<file path="config.mk">
export PLATFORM = sky130hd
export DESIGN_NAME = fault_response_supervisor
export DESIGN_NICKNAME = d
export VERILOG_FILES = /design/src/rtl/fault_response_supervisor.v /design/src/rtl/pin_sync.v
export VERILOG_INCLUDE_DIRS = /design/src /design/src/rtl
export SDC_FILE = /design/constraint.sdc
export NUM_CORES = 1
export LEC_CHECK = 0
export BUFFER_PORTS_ARGS = -buffer_cell sky130_fd_sc_hd__buf_2
export CORE_MARGIN = 2
export CORE_UTILIZATION = 60
export DETAILED_ROUTE_END_ITERATION = 16
export PLACE_DENSITY = 0.93
export SETUP_SLACK_MARGIN = 0.02
export SLEW_MARGIN = 5
export SYNTH_ARGS = -nofsm -noshare
export SYNTH_HDL_FRONTEND = slang
export SYNTH_SLANG_ARGS = --single-unit
export TNS_END_PERCENT = 30
</file>
<file path="constraint.sdc">
create_clock -name clock_i -period 4.55 [get_ports clock_i]
set_input_delay 0 -clock clock_i [delete_from_list [all_inputs] [get_ports clock_i]]
set_output_delay 0 -clock clock_i [all_outputs]
set_load 0.02 [all_outputs]
</file>
<file path="src/rtl/fault_supervisor_defines.vh">
`ifndef FAULT_SUPERVISOR_DEFINES_VH
`define FAULT_SUPERVISOR_DEFINES_VH

// register offsets
`define ADDR_FAULT_CONFIG    4'h0
`define ADDR_SENSE_CONFIG    4'h1
`define ADDR_SHUTDOWN_EN     4'h2
`define ADDR_FAULT_PIN_EN    4'h3
`define ADDR_FAULT_FLAGS     4'h4
`define ADDR_LIVE_STATUS     4'h5

// fault_config fields
`define FC_LATCH_BIT         0
`define FC_BATTERY_OVERVOLTAGE_SD_BIT       1
`define FC_BATTERY_UNDERVOLTAGE_LO           2
`define FC_BATTERY_UNDERVOLTAGE_HI           3
`define FC_VCCUV_BIT         4
`define FC_OCTH_LO           5
`define FC_OCTH_HI           7

// sense_config fields
`define SC_OFS_LO            0
`define SC_OFS_HI            1

// fault flag bit positions
`define FLG_BATT_OV          0
`define FLG_BATT_UV          1
`define FLG_PUMP_OV          2
`define FLG_PUMP_UV          3
`define FLG_MAIN_OV          4
`define FLG_MAIN_OC          5
`define FLG_MOTOR_OC         6
`define FLG_INT_OV           7
`define FLG_THERMAL          8
`define NUM_FLAGS            9

// reset values
`define RST_FAULT_CONFIG     8'h00
`define RST_SENSE_CONFIG     8'h00
`define RST_SHUTDOWN_EN      9'h1ff
`define RST_FAULT_PIN_EN     9'h1ff

// timing: overcurrent filter time in ns
`define OC_FILTER_NS         1000
`define CLOCK_MHZ            25

`endif

</file>
<file path="src/rtl/fault_response_supervisor.v">
// Added by the designer: the address map and strobed register access.
`timescale 1ns/100ps
// What this block does
// - motor overcurrent accepted only after persisting about one microsecond
// - flags latch only when latch enable bit is one, else follow condition
// - filtered overcurrent pulls fault pin low when its pin enable is one
// - filtered overcurrent stops pre-drivers when its shutdown enable is one
// - overcurrent threshold field drives the analog reference select
// - sense zero-offset field selects 0.5, 1 or 1.5 volt level
// - battery undervoltage always stops pre-drivers while present
// - battery overvoltage stops pre-drivers when selected or when its shutdown enable is one
// - pre-drivers resume alone once battery condition disappears
// - battery undervoltage threshold field has four settings
// - main regulator undervoltage threshold is selectable
// - over-temperature sets thermal flag, stops pre-drivers when its shutdown enable is one
// - all logic runs on primary clock; check oscillator only monitors
// - each flagged fault sets its flag, stops drivers, pulls fault low
// - main regulator undervoltage asserts reset, stops drivers, no flag
// - internal regulator undervoltage asserts reset, stops drivers, no flag
// - clock monitor failure asserts reset only
// - flagged faults other than the battery ones stop drivers only with matching shutdown enable
// - flagged faults pull fault pin only with matching pin enable
// - regulator undervoltage shutdown ignores all configuration
// - serial format error only sets error bit in serial output
`include "fault_supervisor_defines.vh"
module fault_response_supervisor #(
    parameter CLOCK_MHZ    = `CLOCK_MHZ,
    parameter CHECK_WINDOW = 16,
    parameter CHECK_MIN    = 4
) (
    input  wire        clock_i,
    input  wire        rst_n_i,
    // register port
    input  wire [3:0]  reg_addr_i,
    input  wire [15:0] reg_wdata_i,
    input  wire        reg_write_i,
    input  wire        reg_read_i,
    output reg  [15:0] reg_rdata_o,
    // analog condition pins
    input  wire        battery_overvoltage_i,
    input  wire        battery_undervoltage_i,
    input  wire        pump_overvoltage_i,
    input  wire        pump_undervoltage_i,
    input  wire        main_reg_overvoltage_i,
    input  wire        main_reg_overcurrent_i,
    input  wire        motor_overcurrent_i,
    input  wire        internal_reg_overvoltage_i,
    input  wire        thermal_shutdown_i,
    input  wire        main_reg_undervoltage_i,
    input  wire        internal_reg_undervoltage_i,
    input  wire        serial_format_error_i,
    input  wire        check_oscillator_i,
    // responses
    output reg         predriver_enable_o,
    output reg         fault_n_o,
    output reg         mcu_reset_n_o,
    output reg         serial_error_bit_o,
    output reg  [2:0]  overcurrent_ref_level_o,
    output reg  [1:0]  sense_zero_offset_o,
    output reg  [1:0]  battery_uv_threshold_sel_o,
    output reg         main_reg_uv_threshold_sel_o
);
    // filter length: least time rounds up to whole cycles
    localparam integer OC_CYCLES_RAW = (`OC_FILTER_NS * CLOCK_MHZ + 999) / 1000;
    localparam integer OC_CYCLES     = (OC_CYCLES_RAW < 1) ? 1 : OC_CYCLES_RAW;
    localparam integer OC_LAST_INT   = OC_CYCLES - 1;
    localparam [5:0]   OC_LAST       = OC_LAST_INT[5:0];
    localparam [1:0]   ST_RUN        = 2'h0;
    localparam [1:0]   ST_STOP       = 2'h1;
    localparam [1:0]   ST_RESET      = 2'h2;

    // decode a register address, used by the write paths
    function hit;
        input [3:0] addr;
        input [3:0] target;
        begin
            hit = (addr == target);
        end
    endfunction

    // synchronised pins and named views of them
    wire [12:0] raw_sync;
    wire        check_clk_sync;
    wire        main_uv_sync;
    wire        int_uv_sync;
    wire        fmt_err_sync;

    // software-visible configuration
    reg  [7:0]  fault_config_ff;
    reg  [7:0]  sense_config_ff;
    reg  [8:0]  shutdown_enables_ff;
    reg  [8:0]  fault_pin_enables_ff;

    // flag state
    reg  [8:0]  fault_flags_ff;
    wire [8:0]  nxt_fault_flags;
    wire        latch_mode;
    wire        flag_clear;
    genvar      g;

    // overcurrent filter
    reg  [5:0]  oc_count_ff;
    reg         oc_filtered_ff;

    // clock monitor
    reg         check_prev_ff;
    reg  [7:0]  win_count_ff;
    reg  [7:0]  edge_count_ff;
    reg         clock_fail_ff;
    wire        check_rise;
    wire        window_end;

    // driver state and combined conditions
    reg  [1:0]  state_ff;
    reg  [1:0]  nxt_state;
    wire [8:0]  live;
    wire        flag_stop;
    wire        flag_pin;
    wire        reg_uv;
    wire        batt_stop;

    // condition pins pass two flip-flops before any logic
    pin_sync #(
        .WIDTH (13)
    ) u_sync (
        .clock_i (clock_i),
        .rst_n_i (rst_n_i),
        .async_i ({check_oscillator_i, serial_format_error_i,
                   internal_reg_undervoltage_i, main_reg_undervoltage_i,
                   thermal_shutdown_i, internal_reg_overvoltage_i,
                   motor_overcurrent_i, main_reg_overcurrent_i,
                   main_reg_overvoltage_i, pump_undervoltage_i,
                   pump_overvoltage_i, battery_undervoltage_i,
                   battery_overvoltage_i}),
        .sync_o  (raw_sync)
    );
    assign check_clk_sync = raw_sync[12];
    // pins that bypass the flag vector
    assign main_uv_sync   = raw_sync[9];
    assign int_uv_sync    = raw_sync[10];
    assign fmt_err_sync   = raw_sync[11];

    // overcurrent persistence counter
    always @(posedge clock_i or negedge rst_n_i) begin
        if (!rst_n_i) begin
            oc_count_ff    <= 6'h00;
            oc_filtered_ff <= 1'b0;
        end else if (!raw_sync[`FLG_MOTOR_OC]) begin
            oc_count_ff    <= 6'h00;
            oc_filtered_ff <= 1'b0;
        end else if (oc_count_ff == OC_LAST) begin
            oc_filtered_ff <= 1'b1;
        end else begin
            oc_count_ff    <= oc_count_ff + 6'h01;
        end
    end

    // live condition vector, overcurrent taken after the filter
    assign live = {raw_sync[8], raw_sync[7], oc_filtered_ff, raw_sync[5:0]};

    // latch mode and the write-one-to-clear strobe
    assign latch_mode = fault_config_ff[`FC_LATCH_BIT];
    assign flag_clear = reg_write_i & hit(reg_addr_i, `ADDR_FAULT_FLAGS);

    // one cell per flag: follow live, or hold until cleared; a live event wins
    generate
        for (g = 0; g < `NUM_FLAGS; g = g + 1) begin : flag_cell
            assign nxt_fault_flags[g] = live[g]
                                      | (latch_mode & fault_flags_ff[g]
                                         & ~(flag_clear & reg_wdata_i[g]));
        end
    endgenerate

    // flag register
    always @(posedge clock_i or negedge rst_n_i) begin
        if (!rst_n_i) begin
            fault_flags_ff <= 9'h000;
        end else begin
            fault_flags_ff <= nxt_fault_flags;
        end
    end

    // configuration registers
    always @(posedge clock_i or negedge rst_n_i) begin
        if (!rst_n_i) begin
            fault_config_ff      <= `RST_FAULT_CONFIG;
            sense_config_ff      <= `RST_SENSE_CONFIG;
            shutdown_enables_ff  <= `RST_SHUTDOWN_EN;
            fault_pin_enables_ff <= `RST_FAULT_PIN_EN;
        end else if (reg_write_i) begin
            if (hit(reg_addr_i, `ADDR_FAULT_CONFIG)) begin
                fault_config_ff <= reg_wdata_i[7:0];
            end
            if (hit(reg_addr_i, `ADDR_SENSE_CONFIG)) begin
                sense_config_ff <= reg_wdata_i[7:0];
            end
            if (hit(reg_addr_i, `ADDR_SHUTDOWN_EN)) begin
                shutdown_enables_ff <= reg_wdata_i[8:0];
            end
            if (hit(reg_addr_i, `ADDR_FAULT_PIN_EN)) begin
                fault_pin_enables_ff <= reg_wdata_i[8:0];
            end
        end
    end

    // read data, one cycle after the strobe, zero otherwise
    always @(posedge clock_i or negedge rst_n_i) begin
        if (!rst_n_i) begin
            reg_rdata_o <= 16'h0000;
        end else if (reg_read_i) begin
            case (reg_addr_i)
                `ADDR_FAULT_CONFIG: begin
                    reg_rdata_o <= {8'h00, fault_config_ff};
                end
                `ADDR_SENSE_CONFIG: begin
                    reg_rdata_o <= {8'h00, sense_config_ff};
                end
                `ADDR_SHUTDOWN_EN: begin
                    reg_rdata_o <= {7'h00, shutdown_enables_ff};
                end
                `ADDR_FAULT_PIN_EN: begin
                    reg_rdata_o <= {7'h00, fault_pin_enables_ff};
                end
                `ADDR_FAULT_FLAGS: begin
                    reg_rdata_o <= {7'h00, fault_flags_ff};
                end
                `ADDR_LIVE_STATUS: begin
                    reg_rdata_o <= {8'h00, state_ff, clock_fail_ff, fmt_err_sync, int_uv_sync,
                                    predriver_enable_o, fault_n_o, mcu_reset_n_o};
                end
                default: begin
                    reg_rdata_o <= 16'h0000;
                end
            endcase
        end else begin
            reg_rdata_o <= 16'h0000;
        end
    end

    // rising edge of the synchronised check clock and the window boundary
    assign check_rise = check_clk_sync & ~check_prev_ff;
    assign window_end = (win_count_ff == CHECK_WINDOW[7:0] - 8'h01);

    // clock monitor: count check-clock edges in a window of primary cycles
    always @(posedge clock_i or negedge rst_n_i) begin
        if (!rst_n_i) begin
            check_prev_ff <= 1'b0;
            win_count_ff  <= 8'h00;
            edge_count_ff <= 8'h00;
            clock_fail_ff <= 1'b0;
        end else begin
            check_prev_ff <= check_clk_sync;
            if (window_end) begin
                win_count_ff  <= 8'h00;
                edge_count_ff <= 8'h00;
                clock_fail_ff <= (edge_count_ff < CHECK_MIN[7:0]);
            end else begin
                win_count_ff <= win_count_ff + 8'h01;
                if (check_rise && edge_count_ff != 8'hff) begin
                    edge_count_ff <= edge_count_ff + 8'h01;
                end
            end
        end
    end

    // flagged faults gated by their enables
    assign flag_stop = |(live & shutdown_enables_ff);
    assign flag_pin  = |(live & fault_pin_enables_ff);
    // battery undervoltage needs no enable, overvoltage needs selection
    assign batt_stop = live[`FLG_BATT_UV]
                     | (live[`FLG_BATT_OV] & fault_config_ff[`FC_BATTERY_OVERVOLTAGE_SD_BIT]);
    // regulator undervoltage ignores all configuration
    assign reg_uv    = main_uv_sync | int_uv_sync;

    // driver state: run, stopped by fault, stopped under reset
    always @* begin
        nxt_state = ST_RUN;
        if (reg_uv) begin
            nxt_state = ST_RESET;
        end else if (flag_stop || batt_stop) begin
            nxt_state = ST_STOP;
        end
    end

    // driver state register, read back in the live status word
    always @(posedge clock_i or negedge rst_n_i) begin
        if (!rst_n_i) begin
            state_ff <= ST_RUN;
        end else begin
            state_ff <= nxt_state;
        end
    end

    // pre-driver enable follows the next driver state
    always @(posedge clock_i or negedge rst_n_i) begin
        if (!rst_n_i) begin
            predriver_enable_o <= 1'b0;
        end else begin
            case (nxt_state)
                ST_RUN: begin
                    predriver_enable_o <= 1'b1;
                end
                ST_STOP: begin
                    predriver_enable_o <= 1'b0;
                end
                ST_RESET: begin
                    predriver_enable_o <= 1'b0;
                end
                default: begin
                    predriver_enable_o <= 1'b0;
                end
            endcase
        end
    end

    // fault pin, reset output and serial error bit
    always @(posedge clock_i or negedge rst_n_i) begin
        if (!rst_n_i) begin
            fault_n_o          <= 1'b1;
            mcu_reset_n_o      <= 1'b0;
            serial_error_bit_o <= 1'b0;
        end else begin
            fault_n_o          <= ~flag_pin;
            mcu_reset_n_o      <= ~(reg_uv | clock_fail_ff);
            serial_error_bit_o <= fmt_err_sync;
        end
    end

    // analog selects mirror the configuration fields
    always @(posedge clock_i or negedge rst_n_i) begin
        if (!rst_n_i) begin
            overcurrent_ref_level_o     <= 3'h0;
            sense_zero_offset_o         <= 2'h0;
            battery_uv_threshold_sel_o  <= 2'h0;
            main_reg_uv_threshold_sel_o <= 1'b0;
        end else begin
            overcurrent_ref_level_o <= fault_config_ff[`FC_OCTH_HI:`FC_OCTH_LO];
            // code 3 is not a level, fall back to the lowest offset
            sense_zero_offset_o <= (sense_config_ff[`SC_OFS_HI:`SC_OFS_LO] == 2'h3) ?
                                   2'h0 : sense_config_ff[`SC_OFS_HI:`SC_OFS_LO];
            battery_uv_threshold_sel_o <= fault_config_ff[`FC_BATTERY_UNDERVOLTAGE_HI:`FC_BATTERY_UNDERVOLTAGE_LO];
            main_reg_uv_threshold_sel_o <= fault_config_ff[`FC_VCCUV_BIT];
        end
    end
endmodule

</file>
<file path="src/rtl/pin_sync.v">
`timescale 1ns/100ps
// two-stage synchroniser for a vector of pin levels
module pin_sync #(
    parameter WIDTH = 1
) (
    input  wire             clock_i,
    input  wire             rst_n_i,
    input  wire [WIDTH-1:0] async_i,
    output wire [WIDTH-1:0] sync_o
);
    reg [WIDTH-1:0] stage1_ff;
    reg [WIDTH-1:0] stage2_ff;

    // first stage feeds only the second
    always @(posedge clock_i or negedge rst_n_i) begin
        if (!rst_n_i) begin
            stage1_ff <= {WIDTH{1'b0}};
            stage2_ff <= {WIDTH{1'b0}};
        end else begin
            stage1_ff <= async_i;
            stage2_ff <= stage1_ff;
        end
    end

    assign sync_o = stage2_ff;
endmodule

</file>
Word-level counts from Yosys, hierarchy flattened

Index checks and enable logic that the tools add are counted.

Bits of input ports: 37
Output and inout bits: 28
Register bits: 124
Word-level logic and storage cells: 118

Muxes and demuxes: 13
Add/sub/neg operators: 3
Equality and inequality tests: 11
Reductions and logical operators: 11
$lt $le $gt $ge: 1
Bitwise gates (word level): 56

Operators with widths:

| cell                  | count |
|---|---|
| $pmux W9 S6           | 1 |
| $and A1 B1 Y1         | 30 |
| $mux W8               | 3 |
| $and A9 B9 Y9         | 2 |
| $reduce_or A9 Y1      | 2 |
| $add A8 B1 Y8 const B | 2 |
| $mux W16              | 1 |
| $mux W6               | 2 |
| $not A1 Y1            | 12 |
| $or A1 B1 Y1          | 12 |
| $eq A4 B2 Y1 const B  | 2 |
| $eq A4 B3 Y1 const B  | 2 |
| $eq A8 B4 Y1 const B  | 1 |
| $lt A8 B3 Y1 const B  | 1 |
| $ne A8 B8 Y1 const B  | 1 |
| $reduce_and A2 Y1     | 4 |
| $add A6 B1 Y6 const B | 1 |
| $eq A6 B5 Y1 const B  | 1 |
| $eq A4 B1 Y1 const B  | 1 |
| $logic_not A4 Y1      | 1 |
| $mux W1               | 4 |
| $mux W2               | 2 |
| $ne A2 B2 Y1 const B  | 2 |
| $eq A2 B2 Y1 const B  | 1 |
| 4 further kinds       | 4 |

Depth between registers and ports, before layout

Gate-level depths: netlist of run 1.

Depth in word-level cells: 7
Depth in mapped cells: 6
Gate-level depth less buffers: 5

Modules after synthesis

A second synthesis of run 1 with hierarchy kept.

Cell total of the unflattened synthesis: 333
Area, all modules: 4,629.4 um^2

Modules (own cells, without submodules):

| module                    | times used | area an instance (um^2) | cells each | seq. area each (um^2) |
|---|---|---|---|---|
| fault_response_supervisor | 1          | 3,978.8                 | 307        | 2,301.0 |
| pin_sync                  | 1          | 650.6                   | 26         | 650.6 |

Worst setup path after synthesis of run 1

No wires, ideal clock.

Kind: register -> register
From: register win_count_ff[0]
To: register edge_count_ff[5]
Period minus slack after synthesis: 1.699 ns
Buffers on the path: 1
Cell stages (with the launch flop): 7
Required time: 4.484 ns
Setup slack: 2.851 ns
Setup time: 0.066 ns
Arrival: 1.633 ns
Cells stage by stage: dfrtp_1 ha_1 and3_4 and2_1 buf_2 or4_1 nand2_1

Cells in the longest elaborated chain, start to end: 2
Elaborated cells between the ends (all ways): 3
Classes of those cells: eq/ne: 1; mux: 1; reduce/logical: 1

Ends and longest elaborated chain:

| what                                          | RTL line                        | text |
|---|---|---|
| start: declaration                            | fault_response_supervisor.v:107 | `reg [7:0] win_count_ff;` |
| start signal: assignment                      | fault_response_supervisor.v:258 | `win_count_ff <= win_count_ff + 8'h01;` |
| $eq A8 B4 Y1 *                                | fault_response_supervisor.v:242 | `assign window_end = (win_count_ff == CHECK_WINDOW[7:0] - 8'h01);` |
| $mux W8 or $reduce_bool A2 Y1 (tied branches) | --                              |  |
| end signal: assignment                        | fault_response_supervisor.v:260 | `edge_count_ff <= edge_count_ff + 8'h01;` |
| end: declaration                              | fault_response_supervisor.v:108 | `reg [7:0] edge_count_ff;` |

Every way passes the cells marked *; elsewhere a longest branch is shown, timed or not.
A chain may end at the register's enable or synchronous reset.

Final worst setup path of run 1

From: input reg_addr_i[3]
To: register fault_config_ff[7]

Cells in the longest elaborated chain, start to end: 2

Ends and longest elaborated chain:

| what                               | RTL line                        | text |
|---|---|---|
| start: declaration                 | fault_response_supervisor.v:34  | `input wire [3:0] reg_addr_i,` |
| $logic_not A4 Y1                   | fault_response_supervisor.v:77  | `hit = (addr == target);` |
| $reduce_and A2 Y1 (no source line) | --                              |  |
| end signal: assignment             | fault_response_supervisor.v:186 | `` fault_config_ff <= `RST_FAULT_CONFIG; `` |
| end signal: assignment             | fault_response_supervisor.v:192 | `fault_config_ff <= reg_wdata_i[7:0];` |
| end: declaration                   | fault_response_supervisor.v:89  | `reg [7:0] fault_config_ff;` |

No other way between the ends.

==> run_results.csv, run 1 <==
group,metric,value,unit
global_route,use_met1,32.6,%
setup_path,rr_endpoint,"edge_count_ff[7]",
power,worst_ir_drop_vdd,301,uV
timing,worstMarginPinSlew,1.38,ns
setup_path,cp_slowest_cell,"nor4bb_1",
power,p_leak,2.65,nW
drt,drt_iter0_drc,217,
cts,htree_levels,4,
global_route,use_met2,43.6,%
timing,period_needed,2.34,ns
setup_path,path_delay_family,"simple AND/OR/NAND/NOR gates",
synthesis,yosys_warnings,0,
setup_path,rrSetupSlack,2.76,ns
synthesis,ys_seq_elements,117,
cells_and_area,num-nets-final,468,
cells_and_area,drive_gt1_share,35.9,%
setup_path,critPathCaptureType,"flop",
drt,firstDrtPassIters,4,
global_route,grt.busiest_layer,"met2",
global_route,grt.total_usage,27.1,%
power,p_sw,0.713,mW
global_route,grt_overflow,0,
global_route,grt_use_met3,8.62,%
drt,vias,3162,
timing,setup_violations,0,
drt,drc,0,
synthesis,ys_async_sr_fraction,100,%
setup_path,crit_buf_inv,3,
setup_path,critPathCapture,"fault_config_ff[7]",
run_status,status,"finished clean",
timing,skew,0.00963,ns
cts,cts-resized-gates,0,
cts,clockRootBuffer,"clkbuf_8",
cells_and_area,diodes,0,
synthesis,synth_fa_ha_area_share,1.07,%
die,die_area,8550,um^2
timing,period_share,51.4,%
setup_path,cp_cell_sequence,"dlygate4sd3_1, buf_2, nor2_1, nor4bb_1, buf_4, mux2_2",
cells_and_area,fillers,422,
cts,ctsLongestPathBuffers,2,
synthesis,synth_edf_count,0,
power,powerDensity,498,nW/um^2
flow_run,maxCapViolCount,0,
drt,wl_per_cell,19.6,um
placement,place_congestion,0.890,
cts,clock_latency,0.51,ns
setup_path,critPathLaunch,"reg_addr_i[3]",
drt,wl,10.6,mm
cells_and_area,register_area,2950,um^2
timing,timing.hold.ws,0.0801,ns
timing,setup_tns,0,ns
power,clkPwrFrac,45.3,%
die,die_y,92.5,um
cells_and_area,multi_input_area,1640,um^2
timing,maxSlewViolCount,0,
global_route,grt_max_degree,93,
power,pwr-share-seq,44.3,%
die,rows,32,
synthesis,synthSimpleGateAreaFrac,10.5,%
worst_hold_path,hold_class,"in -> reg",
setup_path,worstPathMaxFanout,5,
synthesis,synth_top_family_by_area,"multiplexers",
cts,path_clk_slew,0.06,ns
global_route,grt_pass1_wl,17.0,mm
timing,fmax,427,MHz
placement,dp_hpwl,5.99,mm
setup_path,crit_required,4.94,ns
setup_path,worstSetupPathType,"in -> reg",
cells_and_area,final_core_util,76.8,%
cts,cts_buffers,17,
synthesis,post_synth_instance_area,4700,um^2
synthesis,synth-compound-area-share,7.35,%
timing,max_slew_margin,6.42,%
synthesis,synth_mux_area_share,12.7,%
synthesis,avgSynthCellArea,13.8,um^2
cts,cts.sinks,117,
placement,portBuffers,50,
power,power,2.92,mW
synthesis,synth_cells,340,
setup_path,cp.arrival,2.74,ns
drt,ant_nets,0,
setup_path,slowest_delay,1.12,ns
setup_path,cp.depth,6,
synthesis,synth.distinct_cells,51,
power,p_sw_share,24.4,%
synthesis,ys.flop_type,"dfrtp_1",
synthesis,ys_seq_area_share,62.9,%
synthesis,synthXorXnorAreaFrac,2.80,%
die,core_area,7650,um^2
drt,drt-vias-per-instance,5.83,
global_route,antenna_found_initial,0,
cells_and_area,area.growth.synth_to_final,25.0,%
cts,cts_tree,"done",
setup_path,cp-start-kind,"input port",
global_route,first_global_vias,3327,
timing,rsz0062_at_grt,"false",
timing,final-hold-violation-count,0,
power,intPower,2.21,mW
die,die_w,92.5,um
die,io_pins,65,
setup_path,rr_startpoint,"win_count_ff[0]",
power,p_comb_share,10.4,%
setup_path,rr_worst_depth,5,
cts,post_cts_buffers,0,
die,initial_core_util,61.4,%
## sequential cells by signal, indices dropped and copies added (netlist names), 2 cells and up
register,flops
fault_pin_enables_ff,9
reg_rdata_o,9
win_count_ff,8
fault_flags_ff,9
oc_count_ff,6
shutdown_enables_ff,9
state_ff,2
edge_count_ff,8
u_sync.sync_o,13
u_sync.stage1_ff,13
sense_zero_offset_o,2
battery_uv_threshold_sel_o,2
fault_config_ff,8
overcurrent_ref_level_o,3
sense_config_ff,8
## stage by stage
stage          std cells  instance area, um^2  setup WS [ns]
2_1_floorplan        346                 4720           2.85
3_3_place_gp         483                 5000           2.23
5_1_grt              542                 5870           2.21
6_report             542                 5870           2.21
3_5_place_dp         483                 5000           2.25
4_1_cts              542                 5870           2.29
## repair_timing
action                                  in CTS  in global routing
hold endpoints to repair                   141                  0
hold buffers                                27                  0
endpoints found under the setup margin       0                  0
## worst min path at each step
stage / slack [ns] / endpoint / startpoint / cells past startpoint
3_3_place_gp: 0.11 / u_sync.stage1_ff[6] / motor_overcurrent_i / 1
2_1_floorplan: -0.30 / battery_uv_threshold_sel_o[0] / rst_n_i / 0
4_1_cts: 0.03 / reg_rdata_o[4] / reg_read_i / 3
5_1_grt: 0.05 / reg_rdata_o[0] / reg_read_i / 3
6_report: 0.08 / reg_rdata_o[4] / reg_read_i / 3
3_5_place_dp: 0.11 / u_sync.stage1_ff[6] / motor_overcurrent_i / 1
## routing by layer
layer / share of wire [%] / up-vias
met5: 0 / -
met4: 3.6 / 0
met3: 7.7 / 41
met2: 51 / 165
met1: 37 / 1566
li1: - / 1390
## power groups by stage
stage | registers [mW] | logic [mW] | clock network [mW]
after floorplan | 1.29 | 0.168 | 0
after global placement | 1.29 | 0.264 | 0
after detailed placement | 1.30 | 0.274 | 0
after CTS | 1.29 | 0.306 | 1.34
after global routing | 1.31 | 0.328 | 1.39
final | 1.29 | 0.304 | 1.32
## cell families after synthesis
family,after synthesis
AO/OA/AOI/OAI,48
XOR/XNOR,15
other,1
AND/OR/NAND/NOR,89
adder cells (fa/ha/maj),4
flip-flops,117
multiplexers,46
buffers and inverters,20
## cell type report
cell class / count / area share, %
Clock buffer: 20 / 7.59
Sequential cell: 117 / 50.3
Multi-Input combinational cell: 209 / 28.0
Timing Repair Buffer: 79 / 9.16
Clock inverter: 12 / 2.62
Tap cell: 102 / 2.17
Inverter: 3 / 0.192
## cells in the final DEF (no fill, tap or decap), types with 2 or more instances in the layout
master         netlist  routed
a21oi_1             10      10
a221oi_1             2       2
a22oi_1             10      10
a31o_2               9       9
a32oi_1              2       2
and2_1               6       6
and3_1               3       3
buf_2                6      49
buf_4                9       3
bufinv_16            0       3
clkbuf_16            0      16
clkbuf_8             0       3
clkinv_2             0       3
clkinv_4             0       3
clkinvlp_4           0       3
conb_1               1       7
dfrtp_1             98      98
dfstp_2             19      19
dlygate4sd3_1        0      27
ha_1                 4       4
inv_1                3       3
mux2_2              36      36
mux2i_1              4       4
mux4_1               4       4
mux4_2               2       2
nand2_1             27      27
nand3_1             11      11
nand3b_1             2       2
nor2_1              16      16
nor2b_1              5       5
o211ai_1             4       4
o21ai_0              4       4
or2_2                2       2
or4_1                4       4
xnor2_1              9       9
xor2_1               6       6
## synth_stat cells, drive strengths merged, types with 5 or more instances
library cell | instances | share of area, %
nand3 | 11 | 1.2
xnor2 | 9 | 1.7
a22oi | 10 | 1.6
a31o | 9 | 1.7
buf | 16 | 2.3
a21oi | 10 | 1.1
mux4 | 6 | 3.2
mux2 | 36 | 8.6
and2 | 6 | 0.80
dfstp | 19 | 11
o21ai | 5 | 0.53
xor2 | 6 | 1.1
nor2 | 18 | 1.7
nand2 | 29 | 2.5
dfrtp | 98 | 52
nor2b | 5 | 0.67
## worst reg2reg max path: cells and delay by family, from the launching register on
family	cells	cell delay, ns
adders and majority gates	1	0.24
DFF	1	0.41
and+or+nand+nor	4	1.08
No activity file was read; power rests on OpenSTA's default activity.
==> inputs of run 2 (changes only) <==
--- a/config.mk
+++ b/config.mk
@@ -8,9 +8,9 @@
 export LEC_CHECK = 0
 export BUFFER_PORTS_ARGS = -buffer_cell sky130_fd_sc_hd__buf_2
 export CORE_MARGIN = 2
-export CORE_UTILIZATION = 60
+export CORE_UTILIZATION = 57
 export DETAILED_ROUTE_END_ITERATION = 16
-export PLACE_DENSITY = 0.93
+export PLACE_DENSITY = 0.89
 export SETUP_SLACK_MARGIN = 0.02
 export SLEW_MARGIN = 5
 export SYNTH_ARGS = -nofsm -noshare
==> constraint.sdc (replaced) <==
create_clock -name clock_i -period 2.45 [get_ports clock_i]
set_input_delay 0 -clock clock_i [delete_from_list [all_inputs] [get_ports clock_i]]
set_output_delay 0 -clock clock_i [all_outputs]
set_load 0.02 [all_outputs]
==> run_results.csv, run 2 (synthesis results as in run 1) <==
group,metric,value,unit
cts,htree_levels,4,
die,die_y,94.8,um
drt,wl,10.3,mm
cells_and_area,drive_gt1_share,35.8,%
setup_path,cp_slowest_cell,"nor4b_4",
timing,final-hold-violation-count,0,
timing,setup_ws,0.424,ns
timing,rsz0062_at_grt,"false",
timing,setup_violations,0,
power,clkPwrFrac,46.4,%
cts,post_cts_buffers,0,
cells_and_area,final_common_cell,"dfrtp_1",
cts,ctsLongestPathBuffers,2,
cts,cts.sinks,117,
power,p_sw,1.26,mW
timing,timing.hold.ws,0.0363,ns
cells_and_area,area.growth.synth_to_final,26.1,%
timing,max_slew_margin,54.5,%
setup_path,cpMostUsedCell,"dlygate4sd3_1",
power,power,5.52,mW
drt,drt_iter0_drc,163,
cts,cts_buffers,17,
placement,dp_slack,0.694,ns
placement,place_congestion,0.882,
placement,portBuffers,50,
setup_path,crit_buf_inv,3,
cells_and_area,diodes,0,
die,die_w,94.8,um
power,powerDensity,933,nW/um^2
die,core_area,8090,um^2
drt,drt-vias-per-instance,5.75,
cts,cts-resized-gates,0,
cts,clockRootBuffer,"clkbuf_8",
cells_and_area,final_cell_mix,"dfrtp_1 (98), buf_2 (49), mux2_2 (36)",
power,pwr-share-seq,43.4,%
timing,maxSlewViolCount,0,
cts,cts_tree,"done",
global_route,grt_max_degree,70,
setup_path,crit_required,2.88,ns
timing,period_needed,2.03,ns
die,initial_core_util,58.0,%
cells_and_area,fillers,532,
cells_and_area,num-nets-final,469,
power,worst_ir_drop_vdd,513,uV
power,p_sw_share,22.9,%
setup_path,cp_cell_sequence,"dlygate4sd3_1, buf_2, nor4b_4, nand2_4, mux2_2, dlygate4sd3_1",
global_route,grt_pass1_wl,16.1,mm
setup_path,cp-start-kind,"input port",
placement,dp_hpwl,6.22,mm
global_route,grt_overflow,0,
flow_run,maxCapViolCount,0,
setup_path,cp.arrival,2.46,ns
global_route,first_global_vias,3283,
run_status,status,"finished clean",
global_route,grt.total_usage,24.7,%
worst_hold_path,hold_class,"in -> async",
cts,path_clk_slew,0.05,ns
setup_path,worstPathMaxFanout,9,
timing,period_share,82.7,%
setup_path,slowest_delay,0.61,ns
cells_and_area,register_area,2950,um^2
cells_and_area,multi_input_area,1640,um^2
power,intPower,4.26,mW
die,rows,33,
power,p_leak,2.68,nW
drt,firstDrtPassIters,4,
global_route,antenna_found_initial,0,
timing,setup_tns,0,ns
drt,drc,0,
drt,wl_per_cell,18.9,um
setup_path,path_delay_family,"buffers and inverters",
die,die_area,8980,um^2
drt,vias,3137,
timing,skew,0.00618,ns
drt,ant_nets,0,
setup_path,worstSetupPathType,"in -> reg",
setup_path,critPathCaptureType,"flop",
power,p_comb_share,10.1,%
timing,worstMarginPinSlew,0.680,ns
timing,fmax,494,MHz
cells_and_area,final_core_util,73.1,%
die,io_pins,65,
cts,clock_latency,0.51,ns
-- run 2: final cells by class --
class                   instances  area share [%]
flip-flops and latches        117            49.9
multi-input cells             209            27.8
repair buffers                 80            9.43
clock buffers                  23            8.05
clock inverters                 9            2.49
well taps                     105            2.22
inverters                       3           0.190
-- run 2: through the flow --
step	instances	area [um^2]
detailed placement	487	5020
global placement	487	5020
floorplan	346	4720
CTS	546	5920
finish	546	5920
global route	546	5920
-- run 2: metal layers --
| metal | wire, um | track usage (%) | vias to the layer above | part of all wire (%) |
|---|---|---|---|---|
| met5 | 0 | 0 | - | 0 |
| met3 | 656 | 6.23 | 21 | 6.4 |
| met2 | 5530 | 43.2 | 136 | 54 |
| li1 | - | - | 1394 | - |
| met4 | 180 | 11.6 | 0 | 1.7 |
| met1 | 3960 | 28.4 | 1586 | 38 |
-- run 2: path summary, 6_finish.rpt --
kind                                     start  slack, ns  cells past startpoint                       to
min reg2reg                u_sync.stage1_ff[8]       0.35                      0         u_sync.sync_o[8]
min in group clock_i                reg_read_i       0.04                      3           reg_rdata_o[0]
max reg2reg                    win_count_ff[0]       0.64                      5         edge_count_ff[7]
min                                    rst_n_i       0.04                      2           reg_rdata_o[2]
max                              reg_addr_i[1]       0.42                      6   shutdown_enables_ff[8]
max in group asynchronous              rst_n_i       1.63                      3  fault_pin_enables_ff[5]
-- run 2: timing repair --
action | 4_1_cts | 5_1_grt
hold endpoints to repair | 112 | 0
endpoints found under the setup margin | 0 | 0
hold buffers | 27 | 0
-- run 2: power groups by stage --
stage / clock network, mW / logic, mW / registers (mW)
3_3_place_gp: 0 / 0.493 / 2.40
5_1_grt: 2.70 / 0.610 / 2.42
4_1_cts: 2.59 / 0.562 / 2.39
2_1_floorplan: 0 / 0.312 / 2.40
3_5_place_dp: 0 / 0.514 / 2.42
6_report: 2.56 / 0.559 / 2.40
